==> config.mk <==
export PLATFORM = sky130hd
export DESIGN_NAME = pgo_path
export DESIGN_NICKNAME = d
export VERILOG_FILES = /design/src/include/pgo_pkg.sv /design/src/hw/pgo_path.sv
export VERILOG_INCLUDE_DIRS = /design/src /design/src/include
export SDC_FILE = /design/constraint.sdc
export NUM_CORES = 2
export LEC_CHECK = 0
export ABC_AREA = 1
export BUFFER_PORTS_ARGS = -buffer_cell sky130_fd_sc_hd__buf_2
export CAP_MARGIN = 15
export CORE_MARGIN = 1
export CORE_UTILIZATION = 39
export CTS_CLUSTER_DIAMETER = 200
export DETAILED_ROUTE_END_ITERATION = 7
export GPL_ROUTABILITY_DRIVEN = 1
export PLACE_DENSITY = 0.66
export SYNTH_ARGS = -nofsm -noshare
export SYNTH_HDL_FRONTEND = slang
export SYNTH_SLANG_ARGS = --single-unit
==> constraint.sdc <==
create_clock -name clk_sys -period 5.85 [get_ports clk_sys]
set_input_delay 0.8775 -clock clk_sys [delete_from_list [all_inputs] [get_ports clk_sys]]
set_output_delay 0.8775 -clock clk_sys [all_outputs]
set_load 0.02 [all_outputs]
==> src/include/pgo_map.svh <==
// Register offsets, field positions, reset values and calibration constants
`ifndef PGO_MAP_SVH
`define PGO_MAP_SVH
// ----------------------------------------------------------------------
// Register offsets (byte addresses)
// ----------------------------------------------------------------------
`define PGO_CTRL_OFS 12'h000
`define PGO_GAIN_OFS 12'h010
`define PGO_SHIFT_OFS 12'h020
`define PGO_UDOFS_OFS 12'h030
`define PGO_EOFS_OFS 12'h034
`define PGO_TPG_OFS 12'h038
`define PGO_TPR_OFS 12'h03c
`define PGO_TPB_OFS 12'h040
`define PGO_TDATA_OFS 12'h044
`define PGO_BARW_OFS 12'h048
`define PGO_STAT_OFS 12'h04c
`define PGO_GROUP_MASK 12'hff0
// ----------------------------------------------------------------------
// Field positions
// ----------------------------------------------------------------------
`define PGO_CTRL_MANUAL 0
`define PGO_CTRL_GLOCK 1
`define PGO_CTRL_RBLOCK 2
`define PGO_CTRL_TPEN 3
`define PGO_CTRL_ROWCAL 4
`define PGO_CTRL_EOMAN 5
`define PGO_CTRL_MODE_LSB 8
`define PGO_CTRL_MASK 32'h0000_0f3f
// ----------------------------------------------------------------------
// Reset values and calibration targets
// ----------------------------------------------------------------------
`define PGO_CTRL_RST 32'h0000_0010
`define PGO_GAIN_RST 14'h0800
`define PGO_SHIFT_RST 8'h80
`define PGO_BARW_RST 8'h10
`define PGO_BLC_LO 12'h0a0
`define PGO_BLC_HI 12'h0b0
`define PGO_ROW_TARGET 12'h0a8
`define PGO_BLC_NSHIFT 4
`define PGO_ROW_NSHIFT 3
`endif

==> src/include/pgo_pkg.sv <==
// Types shared by the pixel gain, offset and test pattern path
package pgo_pkg;
  typedef logic [11:0] pgo_pix_t;
  typedef logic [7:0] pgo_shift_t;
  typedef struct packed {
    logic fv;
    logic lv;
    logic dark_row;
    logic dark_col;
    pgo_pix_t data;
  } pgo_pix_s;
  typedef struct packed {
    logic fv;
    logic lv;
    logic valid;
    pgo_pix_t data;
  } pgo_out_s;
  typedef struct packed {
    logic [5:0] coarse;
    logic dbl;
    logic [6:0] fine;
  } pgo_gain_s;
  typedef struct packed {
    pgo_shift_t shift;
    logic [6:0] again;
  } pgo_ana_s;
  typedef struct packed {
    logic fv;
    logic lv;
    logic dark_col;
    logic [1:0] ch;
    logic col1;
    pgo_pix_t data;
  } pgo_stage_s;
  typedef enum logic [3:0] {
    PGO_TP_FIELD, PGO_TP_HGRAD, PGO_TP_VGRAD, PGO_TP_DIAG, PGO_TP_CLASSIC,
    PGO_TP_WALK, PGO_TP_HBARS, PGO_TP_VBARS, PGO_TP_CBARS
  } pgo_tp_e;
endpackage : pgo_pkg

==> src/hw/pgo_path.sv <==
// Pixel datapath: test patterns, digital gain, black level loops, offsets
`timescale 1ns/1ps
`include "pgo_map.svh"
module pgo_path #(
  parameter int BLC_NSHIFT = `PGO_BLC_NSHIFT,
  parameter int ROW_NSHIFT = `PGO_ROW_NSHIFT
) (
  input wire logic clk_sys,
  input wire logic rstn,
  input wire logic psel,
  input wire logic penable,
  input wire logic pwrite,
  input wire logic [11:0] paddr,
  input wire logic [31:0] pwdata,
  output logic [31:0] prdata,
  output logic pready,
  output logic pslverr,
  input wire pgo_pkg::pgo_pix_s pix_in,
  output pgo_pkg::pgo_out_s pix_out,
  output pgo_pkg::pgo_ana_s [3:0] ana_ctl
);
  import pgo_pkg::*;

  if (BLC_NSHIFT < 1 || BLC_NSHIFT > 6 || ROW_NSHIFT < 1 || ROW_NSHIFT > 6)
  begin : g_bad_param
    $error("pgo_path: sample shifts must lie in 1..6");
  end

  localparam logic [6:0] BLC_N = 7'(1 << BLC_NSHIFT);
  localparam logic [6:0] ROW_N = 7'(1 << ROW_NSHIFT);

  // --------------------------------------------------------------------
  // Registers and bus decode
  // --------------------------------------------------------------------
  logic [31:0] ctrl;
  pgo_gain_s [3:0] gain;
  pgo_shift_t [3:0] shift_wr;
  pgo_shift_t [3:0] shift_use;
  pgo_shift_t [3:0] shift_eff;
  logic signed [11:0] user_dofs;
  logic signed [11:0] eo_man;
  pgo_pix_t tp_g, tp_r, tp_b, tdata;
  logic [7:0] barw;
  logic [7:0] frame_cnt;
  logic g_act, rb_act, manual_d;
  logic [31:0] rd_val;
  logic hit;
  logic [1:0] idx;
  logic wr_en, sh_wr, manual;

  function automatic logic [6:0] again_f(input pgo_gain_s g);
    again_f = 7'({1'b0, g.coarse} << g.dbl);
  endfunction : again_f

  assign idx = paddr[3:2];
  assign manual = ctrl[`PGO_CTRL_MANUAL];
  assign pready = 1'b1;
  assign pslverr = psel && penable && !hit;
  assign wr_en = psel && penable && pwrite && hit;
  assign sh_wr = wr_en && (paddr & `PGO_GROUP_MASK) == `PGO_SHIFT_OFS;

  always_comb
  begin
    rd_val = '0;
    hit = 1'b1;
    if ((paddr & `PGO_GROUP_MASK) == `PGO_GAIN_OFS)
      rd_val = {16'(again_f(gain[idx]) * (8'h08 + 8'(gain[idx].fine))),
                1'b0, gain[idx].fine, 1'b0, gain[idx].dbl, gain[idx].coarse};
    else if ((paddr & `PGO_GROUP_MASK) == `PGO_SHIFT_OFS)
      rd_val = 32'(shift_eff[idx]);
    else
      unique case (paddr)
        `PGO_CTRL_OFS: rd_val = ctrl;
        `PGO_UDOFS_OFS: rd_val = 32'(unsigned'(user_dofs));
        `PGO_EOFS_OFS: rd_val = 32'(unsigned'(eo_man));
        `PGO_TPG_OFS: rd_val = 32'(tp_g);
        `PGO_TPR_OFS: rd_val = 32'(tp_r);
        `PGO_TPB_OFS: rd_val = 32'(tp_b);
        `PGO_TDATA_OFS: rd_val = 32'(tdata);
        `PGO_BARW_OFS: rd_val = 32'(barw);
        `PGO_STAT_OFS: rd_val = {22'h0, rb_act, g_act, frame_cnt};
        default: hit = 1'b0;
      endcase
    if (paddr[1:0] != 2'b00)
      hit = 1'b0;
  end

  // Read data is captured in the setup cycle so it is a flop in access
  always_ff @(posedge clk_sys or negedge rstn)
    if (!rstn)
      prdata <= '0;
    else if (psel && !penable)
      prdata <= hit ? rd_val : '0;

  always_ff @(posedge clk_sys or negedge rstn)
    if (!rstn)
    begin
      ctrl <= `PGO_CTRL_RST;
      gain <= {4{`PGO_GAIN_RST}};
      user_dofs <= '0;
      eo_man <= '0;
      tp_g <= '0;
      tp_r <= '0;
      tp_b <= '0;
      tdata <= '0;
      barw <= `PGO_BARW_RST;
    end
    else if (wr_en)
    begin
      if ((paddr & `PGO_GROUP_MASK) == `PGO_GAIN_OFS)
        gain[idx] <= {pwdata[5:0], pwdata[6], pwdata[14:8]};
      else
        unique case (paddr)
          `PGO_CTRL_OFS: ctrl <= pwdata & `PGO_CTRL_MASK;
          `PGO_UDOFS_OFS: user_dofs <= pwdata[11:0];
          `PGO_EOFS_OFS: eo_man <= pwdata[11:0];
          `PGO_TPG_OFS: tp_g <= pwdata[11:0];
          `PGO_TPR_OFS: tp_r <= pwdata[11:0];
          `PGO_TPB_OFS: tp_b <= pwdata[11:0];
          `PGO_TDATA_OFS: tdata <= pwdata[11:0];
          `PGO_BARW_OFS: barw <= pwdata[7:0];
          default: ;
        endcase
    end

  // --------------------------------------------------------------------
  // Frame, line and pattern counters
  // --------------------------------------------------------------------
  logic fv_d, lv_d, fs, fe, ls, le, dark;
  logic [11:0] col_q, row_q, cur_col, walk_q, cur_walk;
  logic [7:0] vb_cnt, hb_cnt, cur_vb_cnt;
  logic [2:0] vb_idx, hb_idx, cur_vb_idx;
  logic [1:0] ch;

  assign fs = pix_in.fv && !fv_d;
  assign fe = !pix_in.fv && fv_d;
  assign ls = pix_in.lv && !lv_d;
  assign le = !pix_in.lv && lv_d;
  assign dark = pix_in.dark_row || pix_in.dark_col;
  assign cur_col = ls ? 12'h000 : col_q;
  assign cur_walk = ls ? 12'h001 : walk_q;
  assign cur_vb_cnt = ls ? 8'h00 : vb_cnt;
  assign cur_vb_idx = ls ? 3'h0 : vb_idx;
  assign ch = {row_q[0], cur_col[0]};

  always_ff @(posedge clk_sys or negedge rstn)
    if (!rstn)
    begin
      {fv_d, lv_d} <= 2'b00;
      {col_q, row_q, walk_q} <= '0;
      {vb_cnt, hb_cnt, vb_idx, hb_idx} <= '0;
      frame_cnt <= '0;
    end
    else
    begin
      fv_d <= pix_in.fv;
      lv_d <= pix_in.lv;
      if (fe)
        frame_cnt <= frame_cnt + 8'h01;
      if (pix_in.lv)
      begin
        col_q <= cur_col + 12'h001;
        walk_q <= {cur_walk[10:0], cur_walk[11]};
        vb_cnt <= (cur_vb_cnt + 8'h01 >= barw) ? 8'h00 : cur_vb_cnt + 8'h01;
        vb_idx <= cur_vb_idx + 3'((cur_vb_cnt + 8'h01 >= barw) ? 1 : 0);
      end
      if (fe)
      begin
        row_q <= '0;
        {hb_cnt, hb_idx} <= '0;
      end
      else if (le)
      begin
        row_q <= row_q + 12'h001;
        hb_cnt <= (hb_cnt + 8'h01 >= barw) ? 8'h00 : hb_cnt + 8'h01;
        hb_idx <= hb_idx + 3'((hb_cnt + 8'h01 >= barw) ? 1 : 0);
      end
    end

  // --------------------------------------------------------------------
  // Test pattern source
  // --------------------------------------------------------------------
  pgo_pix_t cf, pat, src;
  logic bar_on;
  always_comb
  begin
    unique case (ch)
      2'd1: cf = tp_r;
      2'd2: cf = tp_b;
      default: cf = tp_g;
    endcase
    unique case (ch)
      2'd1: bar_on = !cur_vb_idx[1];
      2'd2: bar_on = !cur_vb_idx[0];
      default: bar_on = !cur_vb_idx[2];
    endcase
    case (pgo_tp_e'(ctrl[`PGO_CTRL_MODE_LSB +: 4]))
      PGO_TP_HGRAD: pat = cur_col;
      PGO_TP_VGRAD: pat = row_q;
      PGO_TP_DIAG: pat = 12'(cur_col + row_q);
      PGO_TP_CLASSIC: pat = cur_col[0] ? ~tdata : tdata;
      PGO_TP_WALK: pat = cur_walk;
      PGO_TP_HBARS: pat = hb_idx[0] ? tp_b : tp_g;
      PGO_TP_VBARS: pat = cur_vb_idx[0] ? tp_b : tp_g;
      PGO_TP_CBARS: pat = bar_on ? 12'hfff : 12'h000;
      default: pat = cf;
    endcase
    // Dark pixels keep the colour values so black loops stay predictable
    if (!ctrl[`PGO_CTRL_TPEN])
      src = pix_in.data;
    else
      src = dark ? cf : pat;
  end

  // --------------------------------------------------------------------
  // Analog black level loop
  // --------------------------------------------------------------------
  logic [3:0][17:0] bsum;
  logic signed [3:0][17:0] bdiff;
  logic [3:0][6:0] bcnt;
  logic signed [3:0][11:0] eo_auto;

  always_ff @(posedge clk_sys or negedge rstn)
    if (!rstn)
    begin
      {bsum, bdiff, bcnt} <= '0;
      eo_auto <= '0;
    end
    else if (fs)
      {bsum, bdiff, bcnt} <= '0;
    else if (pix_in.lv && pix_in.dark_row && !pix_in.dark_col && !manual
             && bcnt[ch] < BLC_N)
    begin
      bsum[ch] <= bsum[ch] + 18'(pix_in.data);
      bdiff[ch] <= cur_col[1] ? bdiff[ch] - 18'(pix_in.data)
                              : bdiff[ch] + 18'(pix_in.data);
      bcnt[ch] <= bcnt[ch] + 7'h01;
    end
    else if (fe)
      for (int c = 0; c < 4; c++)
        if (bcnt[c] == BLC_N)
          eo_auto[c] <= 12'($signed(bdiff[c]) >>> (BLC_NSHIFT + 1));

  always_ff @(posedge clk_sys or negedge rstn)
    if (!rstn)
    begin
      shift_use <= {4{`PGO_SHIFT_RST}};
      shift_wr <= {4{`PGO_SHIFT_RST}};
      manual_d <= 1'b0;
    end
    else
    begin
      manual_d <= manual;
      if (manual && !manual_d)
        shift_use <= shift_wr;
      else if (sh_wr)
      begin
        shift_wr[idx] <= pwdata[7:0];
        if (manual)
          shift_use[idx] <= pwdata[7:0];
      end
      else if (fe && !manual)
        for (int c = 0; c < 4; c++)
          if (bcnt[c] == BLC_N)
          begin
            // One code step moves black by a few output codes, so step once
            if (12'(bsum[c] >> BLC_NSHIFT) < `PGO_BLC_LO && shift_use[c] != 8'hff)
              shift_use[c] <= shift_use[c] + 8'h01;
            else if (12'(bsum[c] >> BLC_NSHIFT) > `PGO_BLC_HI
                     && shift_use[c] != 8'h00)
              shift_use[c] <= shift_use[c] - 8'h01;
          end
    end

  always_ff @(posedge clk_sys or negedge rstn)
    if (!rstn)
      {g_act, rb_act} <= 2'b00;
    else if (fs)
    begin
      g_act <= ctrl[`PGO_CTRL_GLOCK] && gain[0].coarse == gain[3].coarse
               && gain[0].dbl == gain[3].dbl;
      rb_act <= ctrl[`PGO_CTRL_RBLOCK] && gain[1].coarse == gain[2].coarse
                && gain[1].dbl == gain[2].dbl;
    end

  assign shift_eff[0] = shift_use[0];
  assign shift_eff[1] = shift_use[1];
  assign shift_eff[2] = rb_act ? shift_use[1] : shift_use[2];
  assign shift_eff[3] = g_act ? shift_use[0] : shift_use[3];

  always_ff @(posedge clk_sys or negedge rstn)
    if (!rstn)
      ana_ctl <= '0;
    else
      for (int c = 0; c < 4; c++)
        ana_ctl[c] <= {shift_eff[c], again_f(gain[c])};

  // --------------------------------------------------------------------
  // Digital pipeline: source, gain, offset
  // --------------------------------------------------------------------
  pgo_stage_s s1, s2;
  logic [19:0] prod;
  logic gain_over;
  logic signed [13:0] tot_ofs, sum;
  logic signed [11:0] eo_sel, dofs;
  logic [3:0][11:0] rsum;
  logic [1:0][6:0] rcnt;
  logic signed [3:0][11:0] row_ofs;
  logic row_upd;
  logic [11:0] row_new;

  // Offset of a fresh row applies to its first active pixel as well
  assign row_upd = s2.lv && !s2.dark_col && rcnt[s2.ch[0]] == ROW_N;
  assign row_new = `PGO_ROW_TARGET - rsum[s2.ch[0]];

  assign prod = 20'(s1.data) * 20'(8'h08 + 8'(gain[s1.ch].fine));
  assign gain_over = |prod[19:15];

  always_comb
  begin
    eo_sel = ctrl[`PGO_CTRL_EOMAN] ? eo_man : eo_auto[s2.ch];
    if (!ctrl[`PGO_CTRL_ROWCAL])
      dofs = user_dofs;
    else if (row_upd)
      dofs = row_new;
    else
      dofs = row_ofs[s2.ch];
    tot_ofs = 14'(dofs) + (s2.col1 ? 14'(eo_sel) : -14'(eo_sel));
    if (tot_ofs > 14'sd2047)
      tot_ofs = 14'sd2047;
    else if (tot_ofs < -14'sd2048)
      tot_ofs = -14'sd2048;
    if (s2.dark_col)
      tot_ofs = '0;
    sum = 14'(s2.data) + tot_ofs;
  end

  always_ff @(posedge clk_sys or negedge rstn)
    if (!rstn)
    begin
      s1 <= '0;
      s2 <= '0;
      pix_out <= '0;
    end
    else
    begin
      s1 <= {pix_in.fv, pix_in.lv, pix_in.dark_col, ch, cur_col[1], src};
      s2 <= s1;
      s2.data <= gain_over ? 12'hfff : prod[14:3];
      pix_out.fv <= s2.fv;
      pix_out.lv <= s2.lv;
      pix_out.valid <= s2.lv;
      if (sum < 0)
        pix_out.data <= 12'h000;
      else if (sum > 14'sd4095)
        pix_out.data <= 12'hfff;
      else
        pix_out.data <= sum[11:0];
    end

  // Row loop averages gained dark columns, so it also cancels gain shift
  always_ff @(posedge clk_sys or negedge rstn)
    if (!rstn)
    begin
      {rsum, rcnt} <= '0;
      row_ofs <= '0;
    end
    else if (!s2.lv)
      {rsum, rcnt} <= '0;
    else if (s2.dark_col && rcnt[s2.ch[0]] < ROW_N)
    begin
      rsum[s2.ch[0]] <= rsum[s2.ch[0]] + 12'(s2.data >> ROW_NSHIFT);
      rcnt[s2.ch[0]] <= rcnt[s2.ch[0]] + 7'h01;
    end
    else if (row_upd)
      row_ofs[s2.ch] <= row_new;
endmodule : pgo_path

**After elaboration in Yosys (flattened, before gate mapping)**

Index checks and enable logic that the tools add are counted.
W data, S select, Z words.

- Bits in registers: 751
- Input port bits: 65
- Output and inout port bits: 109
- Logic and storage cells: 392

- Add/sub/neg operators: 28
- Multipliers: 2
- $lt $le $gt $ge: 26
- Eq/ne operators: 35
- Shifts and indexed selects: 5
- Muxes and demuxes: 113
- Bitwise gates (word level): 6
- Reduce and logical (&&, ||, !) cells: 88

Operator list:

| cell | count |
|---|---|
| $mux W72 | 4 |
| $mux W12 | 22 |
| $mux W32 | 7 |
| $mux W8 | 21 |
| $bwmux W72 | 2 |
| $mux W14 | 8 |
| $pmux W12 S9 | 1 |
| $bwmux W48 | 2 |
| $mux W48 | 2 |
| $pmux W12 S8 | 1 |
| $bmux W18 S2 | 2 |
| $mux W18 | 4 |
| $bwmux W32 | 2 |
| $add A8 B1 Y8 const B | 7 |
| $bmux W14 S2 | 2 |
| $bwmux W56 | 1 |
| $mux W28 | 2 |
| $bmux W12 S2 | 2 |
| $eq A12 B6 Y1 const B | 4 |
| $eq A12 B7 Y1 const B | 4 |
| $gt A12 B8 Y1 const B | 4 |
| $lt A12 B8 Y1 const B | 4 |
| $mux W7 | 6 |
| $add A18 B12 Y18 | 2 |
| 71 further kinds | 187 |

**Longest topological paths before layout**

- Word-level depth: 15
- Depth in mapped cells: 47
- Gate-level depth less buffers: 43

**Worst setup path after synthesis**

Ideal clock, no wire load.

- Path type: register -> register
- Start point: register s1[13] (netlist bit)
- End point: register s2[10] (netlist bit)
- Library setup time: 0.146 ns
- Arrival time: 6.007 ns
- Required time: 5.704 ns
- Setup slack: -0.302 ns
- Stages on the path, launching flop included: 32
- Path buffers: 3
- Period minus slack after synthesis: 6.152 ns
- Cells stage by stage: dfrtp_1 -> clkbuf_1 -> nand2_1 -> a32oi_1 -> clkbuf_1 -> ha_1 -> inv_1 -> nor2_1 -> inv_1 -> nor2_1 -> inv_1 -> nor2_1 -> fa_1 -> inv_1 -> fa_1 -> fa_1 -> inv_1 -> fa_1 -> ha_1 -> nand2_1 -> nor3_1 -> nand3_1 -> nand3_1 -> nand3_1 -> nand2_1 -> a21oi_1 -> nor2_1 -> nor2_1 -> xor2_1 -> a21oi_1 -> clkbuf_1 -> nand4_1

- Longest elaborated chain between the ends: 6

RTL lines:

| item | RTL line | source |
|---|---|---|
| start, declared | pgo_path.sv:301 | `pgo_stage_s s1, s2;` |
| start signal, assigned | pgo_path.sv:347 | `s1 <= {pix_in.fv, pix_in.lv, pix_in.dark_col, ch, cur_col[1], src};` |
| $bmux W14 S2 (*) | pgo_path.sv:316 | `assign prod = 20'(s1.data) * 20'(8'h08 + 8'(gain[s1.ch].fine));` |
| $mux W7 (implied by the code) (*) | pgo_path.sv:316 |  |
| $add A4 B7 Y8 (*) | pgo_path.sv:316 |  |
| $mul A12 B8 Y20 (*) | pgo_path.sv:316 |  |
| $reduce_or A5 Y1 | pgo_path.sv:317 | `assign gain_over = \|prod[19:15];` |
| $mux W12 (*) | pgo_path.sv:349 | `s2.data <= gain_over ? 12'hfff : prod[14:3];` |
| end, declared | pgo_path.sv:301 |  |

Every way passes the cells marked *; elsewhere a longest branch is shown, timed or not. The select of a mux whose other input is x is not followed.
A chain may end at the register's enable or synchronous reset.

**Worst setup path after layout**

- Start point: register s2[13] (netlist bit)
- End point: register pix_out[1] (netlist bit)

- Longest elaborated chain between the ends: 15
- Elaborated cells on any way between the ends: 27
- Classes of those cells: add/sub: 4; order compare: 4; eq/ne: 1; mux: 17; reduce/logical: 1

RTL lines:

| item | RTL line | source |
|---|---|---|
| parallel branches: the longest is 6 deep, another holds $neg A12 Y14 | - |  |
| $add A12 B14 Y14 (*) | pgo_path.sv:328 | `tot_ofs = 14'(dofs) + (s2.col1 ? 14'(eo_sel) : -14'(eo_sel));` |
| $lt A14 B12 Y1 | pgo_path.sv:331 | `else if (tot_ofs < -14'sd2048)` |
| $mux W14 | pgo_path.sv:331 |  |
| $mux W14 (*) | pgo_path.sv:329 | `if (tot_ofs > 14'sd2047)` |
| $mux W14 (*) | pgo_path.sv:333 | `if (s2.dark_col)` |
| $add A12 B14 Y14 (*) | pgo_path.sv:335 | `sum = 14'(s2.data) + tot_ofs;` |
| $gt A14 B13 Y1 | pgo_path.sv:355 | `else if (sum > 14'sd4095)` |
| $mux W12 | pgo_path.sv:355 |  |
| $mux W12 (*) | pgo_path.sv:353 | `if (sum < 0)` |
| end, declared | pgo_path.sv:19 | `output pgo_pkg::pgo_out_s pix_out,` |

Mark *: on every way between the ends. The select of a mux whose other input is x is not followed.

==> flow_summary.toml <==
[pwr]
internal_power_mw = 10.7
power.share.switching_pct = 35.2
p_sw_mw = 5.78
pwr-share-comb_pct = 35.5
pwr_density_cell_nw_per_um2 = 321
clockPowerShare_pct = 32.3
p_leak_nw = 25.1
pwr-share-seq_pct = 32.2
max-vdd-ir-drop_mv = 0.213

[critical_path]
critPathTopFamily = "simple AND/OR/NAND/NOR gates"
worstSetupEndpointType = "flop"
required_ns = 6.38
slowest_stage = "dfrtp_2"
reg2reg_depth = 45
start_kind = "flop"
path_depth = 45
cp_num_buf_inv = 8
crit_type = "flop to flop"
crit_path_max_fanout = 6
max_stage_delay_ns = 0.49
crit_path_frequent_cell = "nand2_1"
cp.arrival_ns = 6.63

[synthesis]
syn_avg_cell_area_um2 = 7.94
synth.distinct_cells = 66
synth_edf_count = 0
ys_seq_elements = 711
synth_top_cell_area_share_pct = 40.5
ys.flop_type = "dfrtp_1"
ys.warnings.count = 0
syn_area_um2 = 43100
yosysSeqAreaShare_pct = 41.3
yosysTopAreaCell = "dfrtp_1"
async_reset_ff_share_pct = 100
syn_inst = 5426
netlist_top_cells_area = "dfrtp_1, nand2_1, o21ai_0"

[timing]
slew_violations = 0
fin_crit_sh_pct = 104
fin_ws_ns = -0.252
skew_ns = 0.0311
rsz0062_at_grt = "yes"
max_freq_mhz = 164
relSlewSlack_pct = 23.8
setup_violations = 12
tightest_slew_ns = 1.13
fin_crit_ns = 6.10
hold_violations = 0

[cells_and_area]
fill_cells = 10500
multi_input_area_um2 = 22200
utilization_pct = 46.9
syn_to_final_growth_pct = 18.7
instances_no_fill = 7366
nets = 6188
drive_above_1_share_pct = 15.0
regArea_um2 = 17800

[min_path]
hp-class = "input pin to async pin"

[grt]
antenna_found_initial = 10
grt_use_total_pct = 24.6
grt_max_degree = 126
grt_first_pass_wirelength_um = 216000
overflow = 0
grt_pass1_vias = 37600

[cts]
htreeDepth = 3
clk_transition_reported_paths_ns = 0.06
clk_path_buf_depth = 3
cts_buffers = 83
cts_root_buffer = "clkbuf_16"
clk_latency_ns = 0.67
cts.sinks = 711
cts_tree = "built"

[floorplanning]
die_y_um = 334
start_util_pct = 39.5
core_area_um2 = 109000
io_pins = 174
dieArea_um2 = 112000
die_w_um = 334
rows = 121

[place]
dpl.cell_count = 7169
portBuffers = 153
globalplace.congestion = 0.976
hpwlAfterDp_um = 101000

[routing]
wire_per_inst_um = 18.9
dr.pass1.iters = 6
drc = 0
drt-initial-drc-count = 3717
totalWireLength_um = 139000
drtAntennaViolNets = 0
viasPerCell = 5.34
route.vias.total = 39300

[status]
outcome = "complete, but fails checks"
violations = "negative setup slack"

[run]
drv_cap = 0
## per-layer routing
metal | vias to the layer above | share of wire, % | GRT usage [%]
li1 | 18600 | - | -
met1 | 18900 | 43 | 33.6
met2 | 1497 | 46 | 39.0
met3 | 275 | 7.2 | 3.38
met4 | 2 | 4.1 | 10.4
met5 | - | 0.0093 | 0
## power by group through the flow
| stage | combinational (mW) | clock [mW] | sequential (mW) |
|---|---|---|---|
| after floorplan | 3.44 | 0 | 5.35 |
| after global placement | 5.31 | 0 | 5.37 |
| after detailed placement | 5.39 | 0 | 5.37 |
| after CTS | 5.59 | 5.39 | 5.29 |
| after global routing | 6.51 | 5.58 | 5.31 |
| final | 5.83 | 5.31 | 5.29 |
## kinds of logic after synthesis
family / synth area share, %
AND/OR/NAND/NOR: 19.5
AO/OA/AOI/OAI: 16.5
buffers and inverters: 8.58
flip-flops: 41.3
adder cells (fa/ha/maj): 10.5
XOR/XNOR: 3.25
multiplexers: 0.311
other: 0.0174
## cell usage in the layout, fill, tap and decap left out, drive strengths merged, types with 10 or more instances in the layout
master     n
clkbuf   120
clkinv    21
a22oi     21
o21a      13
xor2     123
o21bai    13
nand3    198
dfrtp    697
o22ai    163
nand4     51
o211ai    21
nor3      48
a21oi    284
ha       203
mux2      11
nor4      32
buf      504
or2       25
nand2   1295
a211oi    10
dfstp     14
a31oi     14
inv      754
o31ai     11
a221oi    19
o21ai    631
o221ai    10
fa        99
xnor2     37
a32oi     10
nor2     355
## Yosys cell counts (5+ instances only)
library cell	number
nand2_1	1282
inv_1	722
dfrtp_1	697
o21ai_0	581
nor2_1	334
a21oi_1	284
ha_1	203
nand3_1	195
o22ai_1	163
clkbuf_1	136
xor2_1	123
fa_1	99
nand4_1	51
o21ai_1	50
nor3_1	47
buf_2	41
xnor2_1	37
nor4_1	30
or2_2	25
inv_2	22
a22oi_1	21
o211ai_1	20
a221oi_1	19
a31oi_1	14
dfstp_2	14
o21a_1	13
o21bai_1	13
nand2_2	12
buf_1	11
mux2_2	11
nor2_2	11
o31ai_1	11
a211oi_1	10
a32oi_1	10
buf_4	10
nor2_4	10
o221ai_1	10
o2111ai_1	8
a21o_1	7
clkinv_1	7
o41ai_1	6
a22o_1	5
a41oi_1	5
o32ai_1	5
## cell type report
class	instances	share of cell area (%)
multi-input cells	3762	43.4
inverters	754	5.57
clock buffers	115	4.51
flip-flops and latches	711	34.8
clock inverters	32	0.851
repair buffers	509	7.23
well taps	1476	3.61
diodes	7	0.0342
## worst paths after layout
| path | from | slack, ns | to |
|---|---|---|---|
| max in group asynchronous | rstn | 4.06 | s2[13] |
| min | rstn | 0.25 | prdata[26] |
| min reg2reg | s1[12] | 0.35 | s2[12] |
| max | s2[13] | -0.25 | pix_out[1] |
| max reg2reg | s2[13] | -0.25 | pix_out[1] |
| min in group clk_sys | s1[12] | 0.35 | s2[12] |
## what timing repair did
| action | 4_1_cts | 5_1_grt |
|---|---|---|
| hold buffers | 0 | 0 |
| cloned | 2 | 4 |
| pin swaps | 20 | 75 |
| setup buffers | 21 | 15 |
| resized for setup | 60 | 115 |
| endpoints found under the hold margin | 0 | 0 |
| endpoints found under the setup margin | 24 | 26 |
## sequential cells by signal (all words and copies together), names as in the netlist, 14 cells and up
signal     flops
rcnt          14
shift_eff     16
gain          56
s1            18
pix_out       14
shift_use     16
row_ofs       48
bsum          64
shift_wr      32
eo_auto       48
prdata        30
bcnt          28
rsum          24
ana_ctl       60
s2            18
bdiff         68
## metrics by stage
stage / hold slack [ns] / TNS (ns) / setup WS (ns) / instance area, µm² / power [mW]
final: 0.254 / -2.76 / -0.252 / 51100 / 16.4
after global routing: 0.332 / -6.99 / -0.599 / 51100 / 17.4
after CTS: 0.298 / -1.25 / -0.112 / 50500 / 16.3
after detailed placement: 0.335 / -8.83 / -0.569 / 47400 / 10.8
after global placement: 0.334 / -5.89 / -0.408 / 47400 / 10.7
after floorplan: 0.331 / 0 / 0.0133 / 43100 / 8.79
Power figures use the tool's default switching activity.
